### src/logic/pfb_defines.svh
// Register offsets, field positions, reset values and frame counts for the frame timing block
`ifndef PFB_DEFINES_SVH
`define PFB_DEFINES_SVH

`define PFB_ADDR_W 3
`define PFB_DATA_W 8

`define PFB_OFF_CLOCKING 3'h0
`define PFB_OFF_CTRL0 3'h1
`define PFB_OFF_CTRL1 3'h2
`define PFB_OFF_CTRL2 3'h3
`define PFB_OFF_CTRL3 3'h4
`define PFB_OFF_POWER 3'h5
`define PFB_OFF_STATUS 3'h6

`define PFB_CLK_SEL_BIT 0
`define PFB_CLK_PRE_LSB 1
`define PFB_CLK_FRAME_DIVIDER_RATIO_LSB 4
`define PFB_C0_BLINK_DIVIDER_RATIO_LSB 0
`define PFB_C0_BLINK_MODE_FIELD_LSB 4
`define PFB_C1_CONTRAST_LSB 0
`define PFB_C1_PUMP_BIT 3
`define PFB_C1_BIASSEL_BIT 4
`define PFB_C1_HBD_LSB 5
`define PFB_C2_MODE_LSB 0
`define PFB_C2_DM_LSB 4
`define PFB_C3_WGEN_BIT 0
`define PFB_C3_PTYPE_BIT 1
`define PFB_C3_DIR_BIT 2
`define PFB_PWR_ON_BIT 0

`define PFB_RST_CLOCKING 8'h00
`define PFB_RST_CTRL0 8'h00
`define PFB_RST_CTRL1 8'h00
`define PFB_RST_CTRL2 8'h00
`define PFB_RST_CTRL3 8'h00
`define PFB_RST_POWER 8'h00

`define PFB_BASE_EVEN 5'h08
`define PFB_BASE_THIRD 5'h06

`define PFB_BM_NONE 2'h0
`define PFB_BM_ONE 2'h1
`define PFB_BM_SEGMENT_LINE_0 2'h2
`define PFB_BM_ALL 2'h3
`define PFB_DM_BANK_A 2'h0
`define PFB_DM_BANK_B 2'h1
`define PFB_DM_ALTERNATE 2'h2
`define PFB_DM_BLANK 2'h3

`endif

### src/logic/pfb_pkg.sv
// Types shared by the frame timing block
`default_nettype none
package pfb_pkg;
  typedef enum logic [3:0] {
    PFB_STATIC = 4'h1,
    PFB_HALF = 4'h2,
    PFB_THIRD = 4'h4,
    PFB_QUARTER = 4'h8
  } pfb_duty_t;
endpackage
`default_nettype wire

### src/logic/pfb_timing.sv
// Panel frame, blink, timer and bias supply control with a plain register port
`timescale 1ns/1ps
`default_nettype none
`include "pfb_defines.svh"

module pfb_timing
  import pfb_pkg::*;
#(
  parameter logic [7:0] PRE_LUT [0:7] = '{8'h01, 8'h02, 8'h04, 8'h08,
                                         8'h10, 8'h20, 8'h40, 8'h80},
  parameter logic [7:0] FRAME_DIVIDER_RATIO_LUT [0:15] = '{8'h02, 8'h04, 8'h06, 8'h08,
                                           8'h0a, 8'h0c, 8'h0e, 8'h10,
                                           8'h12, 8'h14, 8'h16, 8'h18,
                                           8'h1a, 8'h1c, 8'h1e, 8'h20},
  parameter logic [7:0] BLINK_DIVIDER_RATIO_LUT [0:7] = '{8'h01, 8'h02, 8'h03, 8'h04,
                                          8'h05, 8'h06, 8'h07, 8'h08}
) (
  input wire logic clock,
  input wire logic nrst,
  input wire logic [`PFB_ADDR_W-1:0] addr,
  input wire logic [`PFB_DATA_W-1:0] wdata,
  input wire logic wr,
  input wire logic rd,
  output logic [`PFB_DATA_W-1:0] rdata,
  input wire logic watchdog_oscillator,
  output logic frame_event,
  output logic blink_event,
  output logic [4:0] frame_phase,
  output logic frame_odd,
  output logic waveform_active,
  output logic high_drive,
  output logic bias_high_select,
  output logic bank_b_select,
  output logic blank_segment_line_0_common_line_0,
  output logic blank_segment_line_0,
  output logic blank_all,
  output logic pump_on,
  output logic pump_tripler,
  output logic pump_doubler,
  output logic pump_high_current,
  output logic bias_src_core,
  output logic bias_src_external,
  output logic panel_pin_to_bias,
  output logic [2:0] contrast_level
);

  // Software-written settings; copied into the active set at pattern end
  logic [7:0] sw_clocking;
  logic [7:0] sw_ctrl0;
  logic [7:0] sw_ctrl1;
  logic [7:0] sw_ctrl2;
  logic [7:0] sw_ctrl3;
  logic [7:0] sw_power;

  logic act_input_clock_source_select;
  logic [2:0] act_pre;
  logic [3:0] act_frame_divider_ratio;
  logic [2:0] act_blink_divider_ratio;
  logic [1:0] act_blink_mode_field;
  logic [2:0] act_contrast;
  logic act_charge_pump_enable;
  logic act_biassel;
  logic [2:0] act_hbd;
  logic [3:0] act_mode;
  logic [1:0] act_dm;
  logic act_wgen;
  logic act_ptype;
  logic act_dir;
  logic act_power;

  logic osc_prev;
  logic [7:0] pre_cnt;
  logic [7:0] frame_divider_ratio_cnt;
  logic [4:0] frame_cyc;
  logic [7:0] blink_cnt;
  logic blink_phase;
  logic [3:0] hd_cnt;

  pfb_duty_t duty;
  logic type_b;
  logic [4:0] base_len;
  logic [4:0] dead;
  logic [4:0] frame_len;
  logic [7:0] pre_ratio;
  logic [7:0] frame_divider_ratio_ratio;
  logic [7:0] blink_half;
  logic run;
  logic src_tick;
  logic pre_tick;
  logic fclk_tick;
  logic frame_end;
  logic pattern_end;
  logic load;
  logic blink_toggle;
  logic blink_off;

  // Register port
  always_ff @(posedge clock) begin
    if (!nrst) begin
      sw_clocking <= `PFB_RST_CLOCKING;
      sw_ctrl0 <= `PFB_RST_CTRL0;
      sw_ctrl1 <= `PFB_RST_CTRL1;
      sw_ctrl2 <= `PFB_RST_CTRL2;
      sw_ctrl3 <= `PFB_RST_CTRL3;
      sw_power <= `PFB_RST_POWER;
    end else if (wr) begin
      unique case (addr)
        `PFB_OFF_CLOCKING: sw_clocking <= wdata;
        `PFB_OFF_CTRL0: sw_ctrl0 <= wdata;
        `PFB_OFF_CTRL1: sw_ctrl1 <= wdata;
        `PFB_OFF_CTRL2: sw_ctrl2 <= wdata;
        `PFB_OFF_CTRL3: sw_ctrl3 <= wdata;
        `PFB_OFF_POWER: sw_power <= wdata;
        default: ;
      endcase
    end
  end

  always_ff @(posedge clock) begin
    if (!nrst) begin
      rdata <= 8'h00;
    end else if (rd) begin
      unique case (addr)
        `PFB_OFF_CLOCKING: rdata <= sw_clocking;
        `PFB_OFF_CTRL0: rdata <= sw_ctrl0;
        `PFB_OFF_CTRL1: rdata <= sw_ctrl1;
        `PFB_OFF_CTRL2: rdata <= sw_ctrl2;
        `PFB_OFF_CTRL3: rdata <= sw_ctrl3;
        `PFB_OFF_POWER: rdata <= sw_power;
        `PFB_OFF_STATUS: rdata <= {frame_cyc[3:0], act_power, frame_odd, blink_phase,
                                   bank_b_select};
        default: rdata <= 8'h00;
      endcase
    end else begin
      rdata <= 8'h00;
    end
  end

  // While unpowered the active set follows software at once, so power-up needs no frame
  assign load = !act_power || pattern_end;

  always_ff @(posedge clock) begin
    if (!nrst) begin
      act_input_clock_source_select <= 1'b0;
      act_pre <= 3'h0;
      act_frame_divider_ratio <= 4'h0;
      act_blink_divider_ratio <= 3'h0;
      act_blink_mode_field <= 2'h0;
      act_contrast <= 3'h0;
      act_charge_pump_enable <= 1'b0;
      act_biassel <= 1'b0;
      act_hbd <= 3'h0;
      act_mode <= 4'h0;
      act_dm <= 2'h0;
      act_wgen <= 1'b0;
      act_ptype <= 1'b0;
      act_dir <= 1'b0;
      act_power <= 1'b0;
    end else if (load) begin
      act_input_clock_source_select <= sw_clocking[`PFB_CLK_SEL_BIT];
      act_pre <= sw_clocking[`PFB_CLK_PRE_LSB +: 3];
      act_frame_divider_ratio <= sw_clocking[`PFB_CLK_FRAME_DIVIDER_RATIO_LSB +: 4];
      act_blink_divider_ratio <= sw_ctrl0[`PFB_C0_BLINK_DIVIDER_RATIO_LSB +: 3];
      act_blink_mode_field <= sw_ctrl0[`PFB_C0_BLINK_MODE_FIELD_LSB +: 2];
      act_contrast <= sw_ctrl1[`PFB_C1_CONTRAST_LSB +: 3];
      act_charge_pump_enable <= sw_ctrl1[`PFB_C1_PUMP_BIT];
      act_biassel <= sw_ctrl1[`PFB_C1_BIASSEL_BIT];
      act_hbd <= sw_ctrl1[`PFB_C1_HBD_LSB +: 3];
      act_mode <= sw_ctrl2[`PFB_C2_MODE_LSB +: 4];
      act_dm <= sw_ctrl2[`PFB_C2_DM_LSB +: 2];
      act_wgen <= sw_ctrl3[`PFB_C3_WGEN_BIT];
      act_ptype <= sw_ctrl3[`PFB_C3_PTYPE_BIT];
      act_dir <= sw_ctrl3[`PFB_C3_DIR_BIT];
      act_power <= sw_power[`PFB_PWR_ON_BIT];
    end
  end

  // Mode decode; reserved codes run as static so the dividers stay sane
  always_comb begin
    if (act_mode == 4'h0 || act_mode > 4'hc) begin
      duty = PFB_STATIC;
    end else if (act_mode <= 4'h4) begin
      duty = PFB_HALF;
    end else if (act_mode <= 4'h8) begin
      duty = PFB_THIRD;
    end else begin
      duty = PFB_QUARTER;
    end
  end

  assign type_b = (duty != PFB_STATIC) && !act_mode[0];
  assign base_len = (duty == PFB_THIRD) ? `PFB_BASE_THIRD : `PFB_BASE_EVEN;
  // Pump-generated panel voltage sets contrast itself, so no dead cycles then
  assign dead = act_charge_pump_enable ? 5'h00 : {2'b00, act_contrast};
  assign frame_len = (!type_b || frame_odd) ? 5'(base_len + dead) : base_len;

  assign pre_ratio = PRE_LUT[act_pre];
  assign frame_divider_ratio_ratio = FRAME_DIVIDER_RATIO_LUT[act_frame_divider_ratio];
  assign blink_half = 8'(BLINK_DIVIDER_RATIO_LUT[act_blink_divider_ratio] << 1);

  // Timer runs on power alone; waveform enable only gates the drive
  assign run = act_power;
  // Oscillator input is taken as synchronous; its rising edge is one tick
  assign src_tick = act_input_clock_source_select ? (watchdog_oscillator && !osc_prev) : 1'b1;
  assign pre_tick = run && src_tick && (pre_cnt == 8'(pre_ratio - 8'h01));
  assign fclk_tick = pre_tick && (frame_divider_ratio_cnt == 8'(frame_divider_ratio_ratio - 8'h01));
  assign frame_end = fclk_tick && (frame_cyc == 5'(frame_len - 5'h01));
  assign pattern_end = frame_end && (!type_b || frame_odd);
  assign blink_toggle = frame_end && (blink_cnt >= 8'(blink_half - 8'h01));

  always_ff @(posedge clock) begin
    if (!nrst) begin
      osc_prev <= 1'b0;
    end else begin
      osc_prev <= watchdog_oscillator;
    end
  end

  always_ff @(posedge clock) begin
    if (!nrst || !run) begin
      pre_cnt <= 8'h00;
    end else if (src_tick) begin
      pre_cnt <= pre_tick ? 8'h00 : 8'(pre_cnt + 8'h01);
    end
  end

  always_ff @(posedge clock) begin
    if (!nrst || !run) begin
      frame_divider_ratio_cnt <= 8'h00;
    end else if (pre_tick) begin
      frame_divider_ratio_cnt <= fclk_tick ? 8'h00 : 8'(frame_divider_ratio_cnt + 8'h01);
    end
  end

  always_ff @(posedge clock) begin
    if (!nrst || !run) begin
      frame_cyc <= 5'h00;
      frame_odd <= 1'b0;
    end else if (fclk_tick) begin
      frame_cyc <= frame_end ? 5'h00 : 5'(frame_cyc + 5'h01);
      if (frame_end) begin
        frame_odd <= type_b ? !frame_odd : 1'b0;
      end
    end
  end

  // Blink phase flips every 2*ratio frames, giving one full blink per 4*ratio frames
  always_ff @(posedge clock) begin
    if (!nrst || !run) begin
      blink_cnt <= 8'h00;
      blink_phase <= 1'b0;
    end else if (frame_end) begin
      blink_cnt <= blink_toggle ? 8'h00 : 8'(blink_cnt + 8'h01);
      if (blink_toggle) begin
        blink_phase <= !blink_phase;
      end
    end
  end

  // Outside static duty, raised drive starts at every frame clock edge and lasts duration+1 prescaler ticks
  always_ff @(posedge clock) begin
    if (!nrst || !run || !act_wgen || duty == PFB_STATIC) begin
      hd_cnt <= 4'h0;
    end else if (fclk_tick) begin
      hd_cnt <= 4'({1'b0, act_hbd} + 4'h1);
    end else if (pre_tick && hd_cnt != 4'h0) begin
      hd_cnt <= 4'(hd_cnt - 4'h1);
    end
  end

  assign blink_off = blink_phase && act_dm[1] == 1'b0 && act_blink_mode_field != `PFB_BM_NONE;

  // Timing outputs
  always_ff @(posedge clock) begin
    if (!nrst) begin
      frame_event <= 1'b0;
      blink_event <= 1'b0;
      frame_phase <= 5'h00;
      waveform_active <= 1'b0;
      high_drive <= 1'b0;
      bias_high_select <= 1'b0;
      contrast_level <= 3'h0;
    end else begin
      frame_event <= frame_end;
      blink_event <= blink_toggle && !blink_phase;
      frame_phase <= frame_cyc;
      waveform_active <= run && act_wgen;
      high_drive <= (hd_cnt != 4'h0);
      bias_high_select <= act_biassel;
      contrast_level <= act_contrast;
    end
  end

  // Bank, blink and blank outputs
  always_ff @(posedge clock) begin
    if (!nrst) begin
      bank_b_select <= 1'b0;
      blank_segment_line_0_common_line_0 <= 1'b0;
      blank_segment_line_0 <= 1'b0;
      blank_all <= 1'b0;
    end else begin
      bank_b_select <= (act_dm == `PFB_DM_ALTERNATE) ? blink_phase : act_dm[0];
      blank_segment_line_0_common_line_0 <= blink_off && act_blink_mode_field == `PFB_BM_ONE;
      blank_segment_line_0 <= blink_off && act_blink_mode_field == `PFB_BM_SEGMENT_LINE_0;
      blank_all <= (run && act_dm == `PFB_DM_BLANK) ||
                   (blink_off && act_blink_mode_field == `PFB_BM_ALL);
    end
  end

  // Supply routing
  always_ff @(posedge clock) begin
    if (!nrst) begin
      pump_on <= 1'b0;
      pump_tripler <= 1'b0;
      pump_doubler <= 1'b0;
      pump_high_current <= 1'b0;
      bias_src_core <= 1'b0;
      bias_src_external <= 1'b0;
      panel_pin_to_bias <= 1'b0;
    end else begin
      pump_on <= act_power && act_dir && act_charge_pump_enable;
      pump_tripler <= act_power && act_dir && act_charge_pump_enable && !act_ptype;
      pump_doubler <= act_power && act_dir && act_charge_pump_enable && act_ptype;
      pump_high_current <= act_power && act_dir && act_charge_pump_enable && act_biassel;
      bias_src_core <= act_power && act_dir && !act_charge_pump_enable;
      bias_src_external <= act_power && !act_dir && !act_charge_pump_enable;
      panel_pin_to_bias <= act_power && (act_charge_pump_enable || !act_dir);
    end
  end

  a_peripheral_source: assert property (@(posedge clock) disable iff (!nrst)
    run && !act_input_clock_source_select && !pre_tick |=> pre_cnt == 8'($past(pre_cnt) + 8'h01))
    else $error("prescaler missed a peripheral tick");

  a_oscillator_source: assert property (@(posedge clock) disable iff (!nrst)
    run && act_input_clock_source_select && !(watchdog_oscillator && !osc_prev) |=> $stable(pre_cnt))
    else $error("prescaler moved without oscillator edge");

  a_ratio_field_a_ratio: assert property (@(posedge clock) disable iff (!nrst)
    pre_tick |-> pre_cnt == 8'(pre_ratio - 8'h01) && src_tick)
    else $error("prescaler tick off ratio");

  a_frame_from_pre: assert property (@(posedge clock) disable iff (!nrst)
    fclk_tick |-> pre_tick && frame_divider_ratio_cnt == 8'(frame_divider_ratio_ratio - 8'h01))
    else $error("frame clock not on prescaler tick");

  a_frame_length: assert property (@(posedge clock) disable iff (!nrst)
    frame_end |-> frame_cyc + 5'h01 >= base_len && frame_cyc + 5'h01 <= base_len + 5'h07)
    else $error("frame length out of range");

  a_dead_pair: assert property (@(posedge clock) disable iff (!nrst)
    frame_end && type_b && !frame_odd |-> frame_cyc == 5'(base_len - 5'h01))
    else $error("dead cycles in first frame of pair");

  a_pattern_pair: assert property (@(posedge clock) disable iff (!nrst)
    pattern_end && type_b |-> frame_odd) else $error("type B pattern ended early");

  a_settings_hold: assert property (@(posedge clock) disable iff (!nrst)
    act_power && !pattern_end |=> $stable(act_mode) && $stable(act_contrast))
    else $error("settings changed mid pattern");

  a_bank_alternate: assert property (@(posedge clock) disable iff (!nrst)
    act_dm == `PFB_DM_ALTERNATE && !load |=> bank_b_select == $past(blink_phase))
    else $error("bank not following blink");

  a_blank_all: assert property (@(posedge clock) disable iff (!nrst)
    run && act_dm == `PFB_DM_BLANK |=> blank_all && !blank_segment_line_0 && !blank_segment_line_0_common_line_0)
    else $error("blanking not applied");

  a_power_off: assert property (@(posedge clock) disable iff (!nrst)
    !act_power |=> !pump_on && !panel_pin_to_bias && !bias_src_core && !bias_src_external)
    else $error("supply active while off");

  a_pump_type: assert property (@(posedge clock) disable iff (!nrst)
    pump_on |-> pump_tripler != pump_doubler) else $error("pump type not exclusive");

endmodule // pfb_timing
`default_nettype wire

### config.mk
export PLATFORM = sky130hd
export DESIGN_NAME = pfb_timing
export DESIGN_NICKNAME = d
export VERILOG_FILES = /design/src/logic/pfb_pkg.sv /design/src/logic/pfb_timing.sv
export VERILOG_INCLUDE_DIRS = /design/src /design/src/logic
export SDC_FILE = /design/constraint.sdc
export NUM_CORES = 1
export LEC_CHECK = 0
export BUFFER_PORTS_ARGS = -buffer_cell sky130_fd_sc_hd__buf_2
export CAP_MARGIN = 20
export CORE_UTILIZATION = 35
export DETAILED_ROUTE_END_ITERATION = 6
export MAX_ROUTING_LAYER = met4
export SLEW_MARGIN = 20
export SYNTH_ARGS = -nofsm -noshare
export SYNTH_HDL_FRONTEND = slang
export SYNTH_SLANG_ARGS = --single-unit
### constraint.sdc
create_clock -name clock -period 4.4 [get_ports clock]
set_input_delay 0.44 -clock clock [delete_from_list [all_inputs] [get_ports clock]]
set_output_delay 0.44 -clock clock [all_outputs]
set_load 0.005 [all_outputs]
==> results of run 1 <==
-- final cells by class --
cell class,instances,area (um^2)
Clock buffer,19,452.9
Clock inverter,13,170.2
Fill cell,2044,12000
Inverter,32,120.1
Multi-Input combinational cell,637,4034
Sequential cell,147,2943
Tap cell,270,337.8
Timing Repair Buffer,57,310.3
-- routing by layer --
metal | global-route usage (%) | part of all wire, % | vias up
met5 | - | 0 | -
met4 | 7.552 | 2.1 | 0
met3 | 2.844 | 3.4 | 28
met2 | 26.33 | 44 | 110
met1 | 24.42 | 51 | 2816
li1 | - | - | 3077
-- cells by family (layout without fill, tap and decap cells) --
family	after synthesis	after routing
buffers and inverters	79	121
XOR/XNOR	27	27
adder cells (fa/ha/maj)	23	23
multiplexers	50	50
AND/OR/NAND/NOR	369	369
AO/OA/AOI/OAI	168	168
flip-flops	147	147
-- metrics by stage --
| stage | cells | hold slack (ns) |
|---|---|---|
| floorplan | 863 | 0.4055 |
| global placement | 1143 | 0.4468 |
| detailed placement | 1143 | 0.4449 |
| CTS | 1175 | 0.2311 |
| global route | 1175 | 0.2335 |
| finish | 1175 | 0.2465 |
-- synth_stat cells, types with 4 or more instances --
library cell / count
o21ai_0: 14
a21oi_1: 18
a31oi_1: 6
o31ai_1: 4
nand2_1: 200
xor2_1: 14
a211oi_1: 8
a2111oi_0: 7
o21a_1: 6
buf_2: 4
buf_6: 5
nand2b_1: 6
nor2b_1: 11
clkbuf_1: 34
mux2i_1: 40
xnor2_1: 13
mux2_2: 7
a22oi_1: 10
and3_1: 12
nor2_1: 36
o22ai_1: 10
nor3_1: 9
ha_1: 22
a21boi_0: 49
dfxtp_1: 147
o211ai_1: 5
and2_1: 22
nand3_1: 25
nand4_1: 11
or3_1: 9
inv_1: 32
-- power by group through the flow --
stage	sequential (mW)	clock, mW	combinational [mW]
after floorplan	1.38	0	0.0954
after global placement	1.39	0	0.136
after detailed placement	1.39	0	0.136
after CTS	1.36	1.56	0.137
after global routing	1.36	1.62	0.150
final	1.36	1.54	0.137
-- critical path, cell delays in order (launching register included) --
cell,delay [ns]
dfxtp_1,0.48
or4b_4,0.53
o21a_1,0.17
inv_1,0.10
ha_1,0.17
inv_1,0.05
fa_1,0.41
or4b_2,0.22
o2111ai_1,0.20
a2111oi_0,0.63
a31oi_1,0.13
o41a_2,0.50
buf_4,0.31
o21a_1,0.23
-- worst paths after layout --
check	start	to	slack (ns)	cells after the start
setup / recovery	act_mode[3]	act_power	0.16	13
hold / removal	watchdog_oscillator	osc_prev	0.25	2
setup reg to reg	act_mode[3]	act_power	0.16	13
hold reg to reg	act_biassel	bias_high_select	0.44	2
==> impl_table.tex, run 1 <==
\begin{tabular}{lr}
\hline
Metric & Value \\
\hline
\multicolumn{2}{l}{\textbf{Power and ir drop}} \\
\quad Proportion of power drawn by flip-flops and latches & 44.8\% \\
\quad Internal portion of total power & 2.325 mW \\
\quad Fraction of power consumed by the clock network & 50.7\% \\
\quad Switch Pwr & between 700 and 800 uW \\
\quad Portion of total power attributed to combinational logic & roughly 4.5\% \\
\quad Static leakage & 3.059 nW \\
\quad Pwr Total & 3.031 mW \\
\quad Peak supply drop & around 0.30 mV \\
\quad Pwr per Cell Area & 362.2 mW/mm\^{}2 \\
\quad Switch share & 23.30\% \\
\multicolumn{2}{l}{\textbf{Logic synthesis}} \\
\quad Number of nets in the synthesized netlist & about 900 \\
\quad Post-synthesis cell type with the largest combined area & dfxtp\_1 \\
\quad Number of distinct library cells after synthesis & 73 \\
\quad Xor-xnor portion of the synthesized cell area & 3.230\% \\
\quad Yosys warns & 0 \\
\quad Flops \& latches, synth & 147 \\
\quad Top\_reg\_cell synth & dfxtp\_1 \\
\quad Fraction of the yosys area taken by sequential cells & 40.19\% \\
\quad Largest family of logic cells by synthesized area & simple AND/OR/NAND/NOR gates \\
\quad Area fraction in compound gates after synthesis & 16.52\% \\
\quad Mean instance size in the synthesized netlist & 8.484 um\^{}2 \\
\quad Mapped Area & 0.007322 mm\^{}2 \\
\quad Ys async rst share & 0\% \\
\quad Simple logic cell fraction of the synthesized area & 23.82\% \\
\quad Share of synthesized cell area in full adder, half adder and majority cells & 4.033\% \\
\quad Main area contributors after synthesis & dfxtp\_1, nand2\_1, mux2i\_1 \\
\quad Multiplexer area fraction after synthesis & 7.468\% \\
\quad Cells after Synth & between 800 and 900 \\
\quad Number of enable flip-flop cells after synthesis & 0 \\
\quad Share of Yosys cell area claimed by the top area cell type & 40.19\% \\
\multicolumn{2}{l}{\textbf{Global route}} \\
\quad Number of global-route vias before repair & 5,511 \\
\quad GRT Util Overall & 17.99\% \\
\quad Pin count of the biggest net entering global routing & 77 \\
\quad Initial antenna violation count & 0 \\
\quad First-pass GRT wire length & $\sim$30,000 um \\
\quad Overflow left after global routing & 0 \\
\multicolumn{2}{l}{\textbf{Placement}} \\
\quad Port Buf Inserts & 48 \\
\quad Worst setup slack after placement & 0.2593 ns \\
\quad Placement-stage cell area & roughly 0.0077 mm\^{}2 \\
\quad RD Place Congestion & 0.8490 \\
\quad Detailed Place HPWL & 12,810 um \\
\multicolumn{2}{l}{\textbf{STA}} \\
\quad RSZ-0062 raised after global routing & no \\
\quad Worst relative slew slack & 35.17\% \\
\quad Number of max-slew violations in the final report & 0 \\
\quad Number of failing setup endpoints in the final timing report & 0 \\
\quad Share of the clock period used by the worst path after layout & 96.39\% \\
\quad Fmax & 235.8 MHz \\
\quad Final min period & $\sim$4.2 ns \\
\quad Setup total negative slack & 0 ns \\
\quad Final WS setup & 0.1589 ns \\
\quad Number of failing hold endpoints at the final stage & 0 \\
\quad Clock skew & roughly 0.0097 ns \\
\quad Actual transition at the worst max-transition pin & 0.9590 ns \\
\multicolumn{2}{l}{\textbf{Final layout}} \\
\quad Area of all placed cells without fillers & 0.008368 mm\^{}2 \\
\quad Antenna cells & 0 \\
\quad Final core utilization & approximately two fifths \\
\quad Syn-to-layout area delta & 14.29\% \\
\quad Most common cell after layout, fill and taps aside & nand2\_1 \\
\quad Fraction of layout cells with a size suffix above 1 & 12.38\% \\
\quad Commonest non-fill, non-tap cells in the layout & nand2\_1, dfxtp\_1, a21boi\_0 \\
\quad Layout Nets & 931 \\
\multicolumn{2}{l}{\textbf{Detailed routing}} \\
\quad Initial DRC Count & 421 \\
\quad Via density per instance & 5.133 \\
\quad Drt pass-1 iters & 5 \\
\quad Routed vias & 6,031 \\
\quad Number of routed nets with antenna violations & 0 \\
\quad Total wire length & 18,260 um \\
\quad Post-route DRC violation count & 0 \\
\quad WL per Instance & 15.54 um \\
\multicolumn{2}{l}{\textbf{Floorplanning}} \\
\quad Height of the die & approximately 150 um \\
\quad Area enclosed by the die boundary & 0.02150 mm\^{}2 \\
\quad Starting density of the core & 35.95\% \\
\quad IO Count & around 50 \\
\quad Floorplan Core Area & 0.02036 mm\^{}2 \\
\quad Horizontal die dimension & approximately 150 um \\
\quad Rows & 52 \\
\multicolumn{2}{l}{\textbf{Setup path}} \\
\quad Crit path max fanout & 32 \\
\quad Setup crit end kind & flop \\
\quad Arrival time of the worst setup path & roughly 4.6 ns \\
\quad Type of the worst setup path & reg -> reg \\
\quad Required time of the worst setup path & approximately 4.7 ns \\
\quad Worst setup SP type & flop \\
\multicolumn{2}{l}{\textbf{Clock tree}} \\
\quad Clock tree from TritonCTS & yes \\
\quad Number of cells upsized or downsized after cts & 0 \\
\quad Clock buffer depth & 2 \\
\quad Cts hold-fix bufs & 0 \\
\quad Clock root cell & clkbuf\_16 \\
\quad \# clock sinks & 147 \\
\quad Cts bufs inserted & 17 \\
\quad Buffer count from post-CTS setup fixing & 0 \\
\quad Maximum level of the CTS H-tree & 4 \\
\quad Later-pin clock latency in the skew report & $\sim$0.43 ns \\
\quad Reg clk slew, reported paths & 0.06 ns \\
\multicolumn{2}{l}{\textbf{Flow run}} \\
\quad Reported max-cap violation count & 0 \\
\multicolumn{2}{l}{\textbf{Min path}} \\
\quad Tightest Hold Check Type & in -> reg \\
\multicolumn{2}{l}{\textbf{Run status}} \\
\quad Run status & finished clean \\
\hline
\end{tabular}
Power figures use the tool's default switching activity.
==> run 2, diff against run 1 <==
--- a/config.mk
+++ b/config.mk
@@ -8,9 +8,12 @@
 export LEC_CHECK = 0
 export BUFFER_PORTS_ARGS = -buffer_cell sky130_fd_sc_hd__buf_2
 export CAP_MARGIN = 20
+export CELL_PAD_IN_SITES_DETAIL_PLACEMENT = 1
+export CELL_PAD_IN_SITES_GLOBAL_PLACEMENT = 1
 export CORE_UTILIZATION = 35
 export DETAILED_ROUTE_END_ITERATION = 6
 export MAX_ROUTING_LAYER = met4
+export PLACE_DENSITY_LB_ADDON = 0.1
 export SLEW_MARGIN = 20
 export SYNTH_ARGS = -nofsm -noshare
 export SYNTH_HDL_FRONTEND = slang
==> run 2 against run 1 <==
Net effect:
- global-route usage grew 3.5 points
- non-clock buffer count shrank 1
- utilization down 0.12 points
- routed wire length up 17%
- die area unchanged
- sequential power about the same
- register-to-register slack better by 0.10 ns
- worst setup slack better by 0.10 ns
- fmax increased by 2.4%
- largest cell class unchanged
- sequential share of layout area rose by 0.11 points
- cell count is 0.17% lower
==> impl_table.tex, run 2 (same netlist as run 1, synthesis figures left out) <==
\begin{tabular}{lr}
\hline
Metric & Value \\
\hline
\multicolumn{2}{l}{\textbf{Run status}} \\
\quad Run status & finished clean \\
\multicolumn{2}{l}{\textbf{Placement}} \\
\quad Detailed Place HPWL & 15,650 um \\
\quad Worst setup slack after placement & 0.1672 ns \\
\quad Placed cell count & 1,142 \\
\quad RD Place Congestion & 0.8382 \\
\quad Placement-stage cell area & 0.007737 mm\^{}2 \\
\quad Port Buf Inserts & between 40 and 50 \\
\multicolumn{2}{l}{\textbf{Floorplanning}} \\
\quad IO Count & 49 \\
\quad Horizontal die dimension & 146.6 um \\
\quad Starting density of the core & between 30\% and 40\% \\
\quad Rows & 52 \\
\quad Floorplan Core Area & 0.02036 mm\^{}2 \\
\quad Area enclosed by the die boundary & $\sim$0.022 mm\^{}2 \\
\quad Height of the die & approximately 150 um \\
\multicolumn{2}{l}{\textbf{STA}} \\
\quad Number of max-slew violations in the final report & 0 \\
\quad Share of the clock period used by the worst path after layout & approximately 94\% \\
\quad Clock skew & 0.01150 ns \\
\quad Number of failing hold endpoints at the final stage & 0 \\
\quad Actual transition at the worst max-transition pin & 0.9391 ns \\
\quad RSZ-0062 raised after global routing & no \\
\quad Setup total negative slack & 0 ns \\
\quad Hold slack final & 0.2685 ns \\
\quad Number of failing setup endpoints in the final timing report & 0 \\
\quad Final WS setup & 0.2589 ns \\
\quad Worst relative slew slack & 36.91\% \\
\quad Fmax & 241.5 MHz \\
\quad Final min period & 4.141 ns \\
\multicolumn{2}{l}{\textbf{Setup path}} \\
\quad Reg2Reg Setup Slack & 0.26 ns \\
\quad Worst setup endpoint & act\_power \\
\quad Worst setup SP type & flop \\
\quad Crit path max fanout & 32 \\
\quad Arrival time of the worst setup path & 4.47 ns \\
\quad Reg-to-Reg Start & act\_mode[3] \\
\quad Start point of the critical path & act\_mode[3] \\
\quad Setup crit end kind & flop \\
\quad Endpoint of the lowest-slack register-to-register path & act\_power \\
\quad Length in cells of the worst reg-to-reg path & 14 \\
\quad Required time of the worst setup path & 4.73 ns \\
\quad Type of the worst setup path & reg -> reg \\
\multicolumn{2}{l}{\textbf{Final layout}} \\
\quad Final non-filler cell total & 1,173 \\
\quad Commonest non-fill, non-tap cells in the layout & nand2\_1, dfxtp\_1, a21boi\_0 \\
\quad Most common cell after layout, fill and taps aside & nand2\_1 \\
\quad Syn-to-layout area delta & 13.94\% \\
\quad Multi-input combinational cell area & 0.004040 mm\^{}2 \\
\quad Area of all placed cells without fillers & around 0.0083 mm\^{}2 \\
\quad Area taken by flip-flops and latches & 0.002943 mm\^{}2 \\
\quad Antenna cells & 0 \\
\quad Fraction of layout cells with a size suffix above 1 & 12.29\% \\
\quad Fillers & 2,417 \\
\quad Final core utilization & 40.97\% \\
\quad Layout Nets & 930 \\
\multicolumn{2}{l}{\textbf{Global route}} \\
\quad Overflow left after global routing & 0 \\
\quad GRT Util Overall & 21.46\% \\
\quad Pin count of the biggest net entering global routing & 75 \\
\quad First-pass GRT wire length & 34,530 um \\
\quad Initial antenna violation count & 0 \\
\quad Number of global-route vias before repair & 6,354 \\
\multicolumn{2}{l}{\textbf{Clock tree}} \\
\quad Buffer count from post-CTS setup fixing & 0 \\
\quad Reg clk slew, reported paths & 0.06 ns \\
\quad Later-pin clock latency in the skew report & 0.43 ns \\
\quad \# clock sinks & 147 \\
\quad Maximum level of the CTS H-tree & 4 \\
\quad Cts hold-fix bufs & 0 \\
\quad Clock buffer depth & 2 \\
\quad Clock root cell & clkbuf\_16 \\
\quad Clock tree from TritonCTS & yes \\
\quad Number of cells upsized or downsized after cts & 0 \\
\quad Cts bufs inserted & 17 \\
\multicolumn{2}{l}{\textbf{Min path}} \\
\quad Startpoint of the most critical hold path & watchdog\_oscillator \\
\quad Tightest Hold Check Type & in -> reg \\
\multicolumn{2}{l}{\textbf{Detailed routing}} \\
\quad Routed vias & 6,181 \\
\quad Initial DRC Count & 278 \\
\quad Post-route DRC violation count & 0 \\
\quad Sum of met2 wire segment lengths after detailed routing & 10,450 um \\
\quad Max layer used & met4 \\
\quad Number of routed nets with antenna violations & 0 \\
\quad Via density per instance & 5.269 \\
\quad Total length of routed met3 wires & 476 um \\
\quad WL per Instance & between 15 and 20 um \\
\quad Drt pass-1 iters & 4 \\
\quad Met1 layer wirelength in the final routing & 10,180 um \\
\quad Total wire length & 21,440 um \\
\multicolumn{2}{l}{\textbf{Power and ir drop}} \\
\quad Peak supply drop & $\sim$0.22 mV \\
\quad Pwr per Cell Area & $\sim$360 mW/mm\^{}2 \\
\quad Static leakage & 3.035 nW \\
\quad Pwr Total & 3.001 mW \\
\multicolumn{2}{l}{\textbf{Flow run}} \\
\quad Reported max-cap violation count & 0 \\
\hline
\end{tabular}
run 2: power by group:
part	total (mW)	switching, mW	internal, mW	leakage, nW
Combinational	0.140	0.0922	0.0479	1.56
Clock	1.50	0.626	0.875	0.290
Sequential	1.36	0.0141	1.35	1.19
run 2: how the worst min path moves through the flow:
stage,to,slack [ns],depth (start not counted)
3_5_place_dp,act_wgen,0.45,2
4_1_cts,osc_prev,0.25,2
5_1_grt,osc_prev,0.26,2
3_3_place_gp,sw_power[3],0.45,2
6_report,osc_prev,0.27,2
2_1_floorplan,pump_tripler,0.41,1
run 2: layout make-up:
| type | count | share of cell area [%] |
|---|---|---|
| multi-input cells | 637 | 48.43 |
| flip-flops and latches | 147 | 35.27 |
| clock buffers | 19 | 5.429 |
| well taps | 270 | 4.049 |
| repair buffers | 56 | 3.629 |
| clock inverters | 12 | 1.755 |
| inverters | 32 | 1.440 |
run 2: metal layers:
| layer | vias to the layer above | global-route usage [%] |
|---|---|---|
| met3 | 17 | 3.656 |
| met1 | 3019 | 26.44 |
| li1 | 3065 | - |
| met2 | 80 | 34.74 |
| met4 | 0 | 8.542 |
| met5 | - | - |
run 2: critical path, cell delays in order (launching register included):
cell,delay (ns)
dfxtp_1,0.47
or4b_4,0.53
o21a_1,0.17
inv_1,0.11
ha_1,0.18
inv_1,0.06
fa_1,0.48
and2_1,0.18
o2111a_1,0.12
a211oi_1,0.23
xor2_1,0.13
or3_1,0.40
o41a_2,0.43
buf_4,0.30
o21a_1,0.23
==> run 3, diff against run 2 <==
--- a/config.mk
+++ b/config.mk
@@ -11,6 +11,7 @@
 export CELL_PAD_IN_SITES_DETAIL_PLACEMENT = 1
 export CELL_PAD_IN_SITES_GLOBAL_PLACEMENT = 1
 export CORE_UTILIZATION = 35
+export CTS_BUF_LIST = sky130_fd_sc_hd__clkbuf_8
 export DETAILED_ROUTE_END_ITERATION = 6
 export MAX_ROUTING_LAYER = met4
 export PLACE_DENSITY_LB_ADDON = 0.1
==> run 3 against run 2 <==
Net effect:
- sequential power about the same
- die area stayed put
- utilization down 0.94 points
- highest routed layer unchanged
==> impl_table.tex, run 3 (same netlist as run 1, synthesis figures left out) <==
\begin{tabular}{lr}
\hline
Metric & Value \\
\hline
\multicolumn{2}{l}{\textbf{Power and ir drop}} \\
\quad Switch share & 25.91\% \\
\quad Peak supply drop & between 0.15 and 0.2 mV \\
\quad Switch Pwr & 677.1 uW \\
\quad Proportion of power drawn by flip-flops and latches & roughly 52\% \\
\quad Portion of total power attributed to combinational logic & 5.4\% \\
\quad Pwr per Cell Area & between 300 and 400 mW/mm\^{}2 \\
\quad Static leakage & 2.948 nW \\
\quad Fraction of power consumed by the clock network & 42.7\% \\
\quad Internal portion of total power & 1.936 mW \\
\multicolumn{2}{l}{\textbf{Floorplanning}} \\
\quad Height of the die & 146.6 um \\
\quad IO Count & 49 \\
\quad Area enclosed by the die boundary & 0.02150 mm\^{}2 \\
\quad Floorplan Core Area & 0.02036 mm\^{}2 \\
\quad Starting density of the core & 35.95\% \\
\quad Horizontal die dimension & 146.6 um \\
\quad Rows & 52 \\
\multicolumn{2}{l}{\textbf{Global route}} \\
\quad Initial antenna violation count & 0 \\
\quad Pin count of the biggest net entering global routing & between 70 and 80 \\
\quad Number of global-route vias before repair & 6,320 \\
\quad Overflow left after global routing & 0 \\
\quad First-pass GRT wire length & 34,440 um \\
\quad GRT Util Overall & 21.28\% \\
\multicolumn{2}{l}{\textbf{Final layout}} \\
\quad Area of all placed cells without fillers & just over 0.008 mm\^{}2 \\
\quad Layout Nets & 930 \\
\quad Area taken by flip-flops and latches & 0.002943 mm\^{}2 \\
\quad Fillers & about 2,400 \\
\quad Antenna cells & 0 \\
\quad Fraction of layout cells with a size suffix above 1 & 12.29\% \\
\quad Syn-to-layout area delta & 11.33\% \\
\quad Commonest non-fill, non-tap cells in the layout & nand2\_1, dfxtp\_1, a21boi\_0 \\
\quad Multi-input combinational cell area & 0.004040 mm\^{}2 \\
\quad Most common cell after layout, fill and taps aside & nand2\_1 \\
\quad Final non-filler cell total & 1,173 \\
\multicolumn{2}{l}{\textbf{STA}} \\
\quad Hold slack final & 0.2431 ns \\
\quad Number of max-slew violations in the final report & 0 \\
\quad Setup total negative slack & 0 ns \\
\quad Share of the clock period used by the worst path after layout & 94.18\% \\
\quad Number of failing hold endpoints at the final stage & 0 \\
\quad RSZ-0062 raised after global routing & no \\
\quad Number of failing setup endpoints in the final timing report & 0 \\
\quad Fmax & 241.3 MHz \\
\quad Actual transition at the worst max-transition pin & 0.9171 ns \\
\quad Clock skew & 0.01506 ns \\
\quad Final min period & 4.144 ns \\
\quad Worst relative slew slack & 38.39\% \\
\multicolumn{2}{l}{\textbf{Detailed routing}} \\
\quad Post-route DRC violation count & 0 \\
\quad WL per Instance & 18.16 um \\
\quad Routed vias & 6,195 \\
\quad Number of routed nets with antenna violations & 0 \\
\quad Initial DRC Count & 292 \\
\quad Drt pass-1 iters & 4 \\
\quad Total wire length & $\sim$21,000 um \\
\quad Via density per instance & 5.281 \\
\multicolumn{2}{l}{\textbf{Min path}} \\
\quad Tightest Hold Check Type & in -> reg \\
\quad Endpoint with the worst hold slack & osc\_prev \\
\quad Startpoint of the most critical hold path & watchdog\_oscillator \\
\quad Worst Hold Path Cells & 2 \\
\multicolumn{2}{l}{\textbf{Clock tree}} \\
\quad Clock buffer depth & 2 \\
\quad Maximum level of the CTS H-tree & 4 \\
\quad Reg clk slew, reported paths & around 0.09 ns \\
\quad Clock root cell & clkbuf\_8 \\
\quad \# clock sinks & 147 \\
\quad Buffer count from post-CTS setup fixing & 0 \\
\quad Later-pin clock latency in the skew report & 0.46 ns \\
\quad Clock tree from TritonCTS & yes \\
\quad Number of cells upsized or downsized after cts & 0 \\
\quad Cts bufs inserted & 17 \\
\quad Cts hold-fix bufs & 0 \\
\multicolumn{2}{l}{\textbf{Flow run}} \\
\quad Reported max-cap violation count & 0 \\
\multicolumn{2}{l}{\textbf{Setup path}} \\
\quad Required time of the worst setup path & 4.76 ns \\
\quad Setup crit end kind & flop \\
\quad Endpoint of the lowest-slack register-to-register path & act\_power \\
\quad Reg2Reg Setup Slack & 0.26 ns \\
\quad Arrival time of the worst setup path & 4.50 ns \\
\quad Type of the worst setup path & reg -> reg \\
\quad Reg-to-Reg Start & act\_mode[3] \\
\quad Critical-path top delay cell & or4b\_4 \\
\quad Crit path max fanout & 32 \\
\quad Worst setup SP type & flop \\
\quad Crit path max-delay family & compound AO/OA/AOI/OAI gates \\
\quad Critical path, cell by cell & or4b\_4 -> o21a\_1 -> inv\_1 -> ha\_1 -> inv\_1 -> fa\_1 -> and2\_1 -> o2111a\_1 -> a211oi\_1 -> xor2\_1 -> or3\_1 -> o41a\_2 -> buf\_4 -> o21a\_1 \\
\quad Stage delay of the slowest cell on the critical path & approximately 0.53 ns \\
\quad Length in cells of the worst reg-to-reg path & 14 \\
\quad Bufs and invs on worst path & 3 \\
\multicolumn{2}{l}{\textbf{Placement}} \\
\quad Detailed Place HPWL & 15,650 um \\
\quad Placed cell count & 1,142 \\
\quad RD Place Congestion & 0.8382 \\
\quad Port Buf Inserts & 48 \\
\quad Placement-stage cell area & 0.007737 mm\^{}2 \\
\multicolumn{2}{l}{\textbf{Run status}} \\
\quad Run status & finished clean \\
\hline
\end{tabular}
run 3: cell counts in the layout (fill, tap and decap cells not counted):
No cell type changed its count.
run 3: cell type report:
| cell class | instances | area share, % |
|---|---|---|
| multi-input combinational | 637 | 49.56 |
| sequential | 147 | 36.10 |
| tap | 270 | 4.144 |
| timing repair buffer | 56 | 3.714 |
| clock buffer | 19 | 3.208 |
| clock inverter | 12 | 1.796 |
| inverter | 32 | 1.474 |
run 3: power by group through the flow:
| stage | Sequential [mW] | Clock, mW | Combinational (mW) |
|---|---|---|---|
| 2_1_floorplan | 1.38 | 0 | 0.0954 |
| 3_3_place_gp | 1.39 | 0 | 0.137 |
| 3_5_place_dp | 1.39 | 0 | 0.141 |
| 4_1_cts | 1.36 | 1.15 | 0.141 |
| 5_1_grt | 1.36 | 1.21 | 0.155 |
| 6_report | 1.36 | 1.12 | 0.141 |
run 3: routing by layer:
layer / track usage, % / wire (um) / up-vias
met4: 6.927 / 495 / 0
met3: 4.094 / 634 / 27
met2: 34.53 / 10200 / 90
li1: - / - / 3055
met1: 26.43 / 9970 / 3023
met5: - / 0 / -
run 3: how the worst max path moves through the flow:
stage / start / endpoint / cells after the start
after detailed placement: act_mode[3] / act_power / 13
after global placement: act_mode[3] / act_power / 13
after global routing: act_mode[3] / act_power / 14
after floorplan: act_mode[1] / act_power / 16
after CTS: act_mode[3] / act_power / 13
final: act_mode[3] / act_power / 14
run 3: worst register-to-register path, stage by stage, from the launching register on:
cell	delay (ns)
dfxtp_1	0.48
or4b_4	0.53
o21a_1	0.17
inv_1	0.11
ha_1	0.18
inv_1	0.06
fa_1	0.48
and2_1	0.18
o2111a_1	0.12
a211oi_1	0.23
xor2_1	0.14
or3_1	0.40
o41a_2	0.43
buf_4	0.30
o21a_1	0.24
run 3: through the flow:
step / setup slack, ns / utilization, % / total power [mW]
after CTS: 0.1480 / 40.00 / 2.647
after global placement: 0.3504 / 37.99 / 1.525
after global routing: 0.05030 / 40.03 / 2.729
final: 0.2563 / 40.03 / 2.613
after floorplan: 0.6064 / - / 1.478
after detailed placement: 0.1672 / 37.99 / 1.530
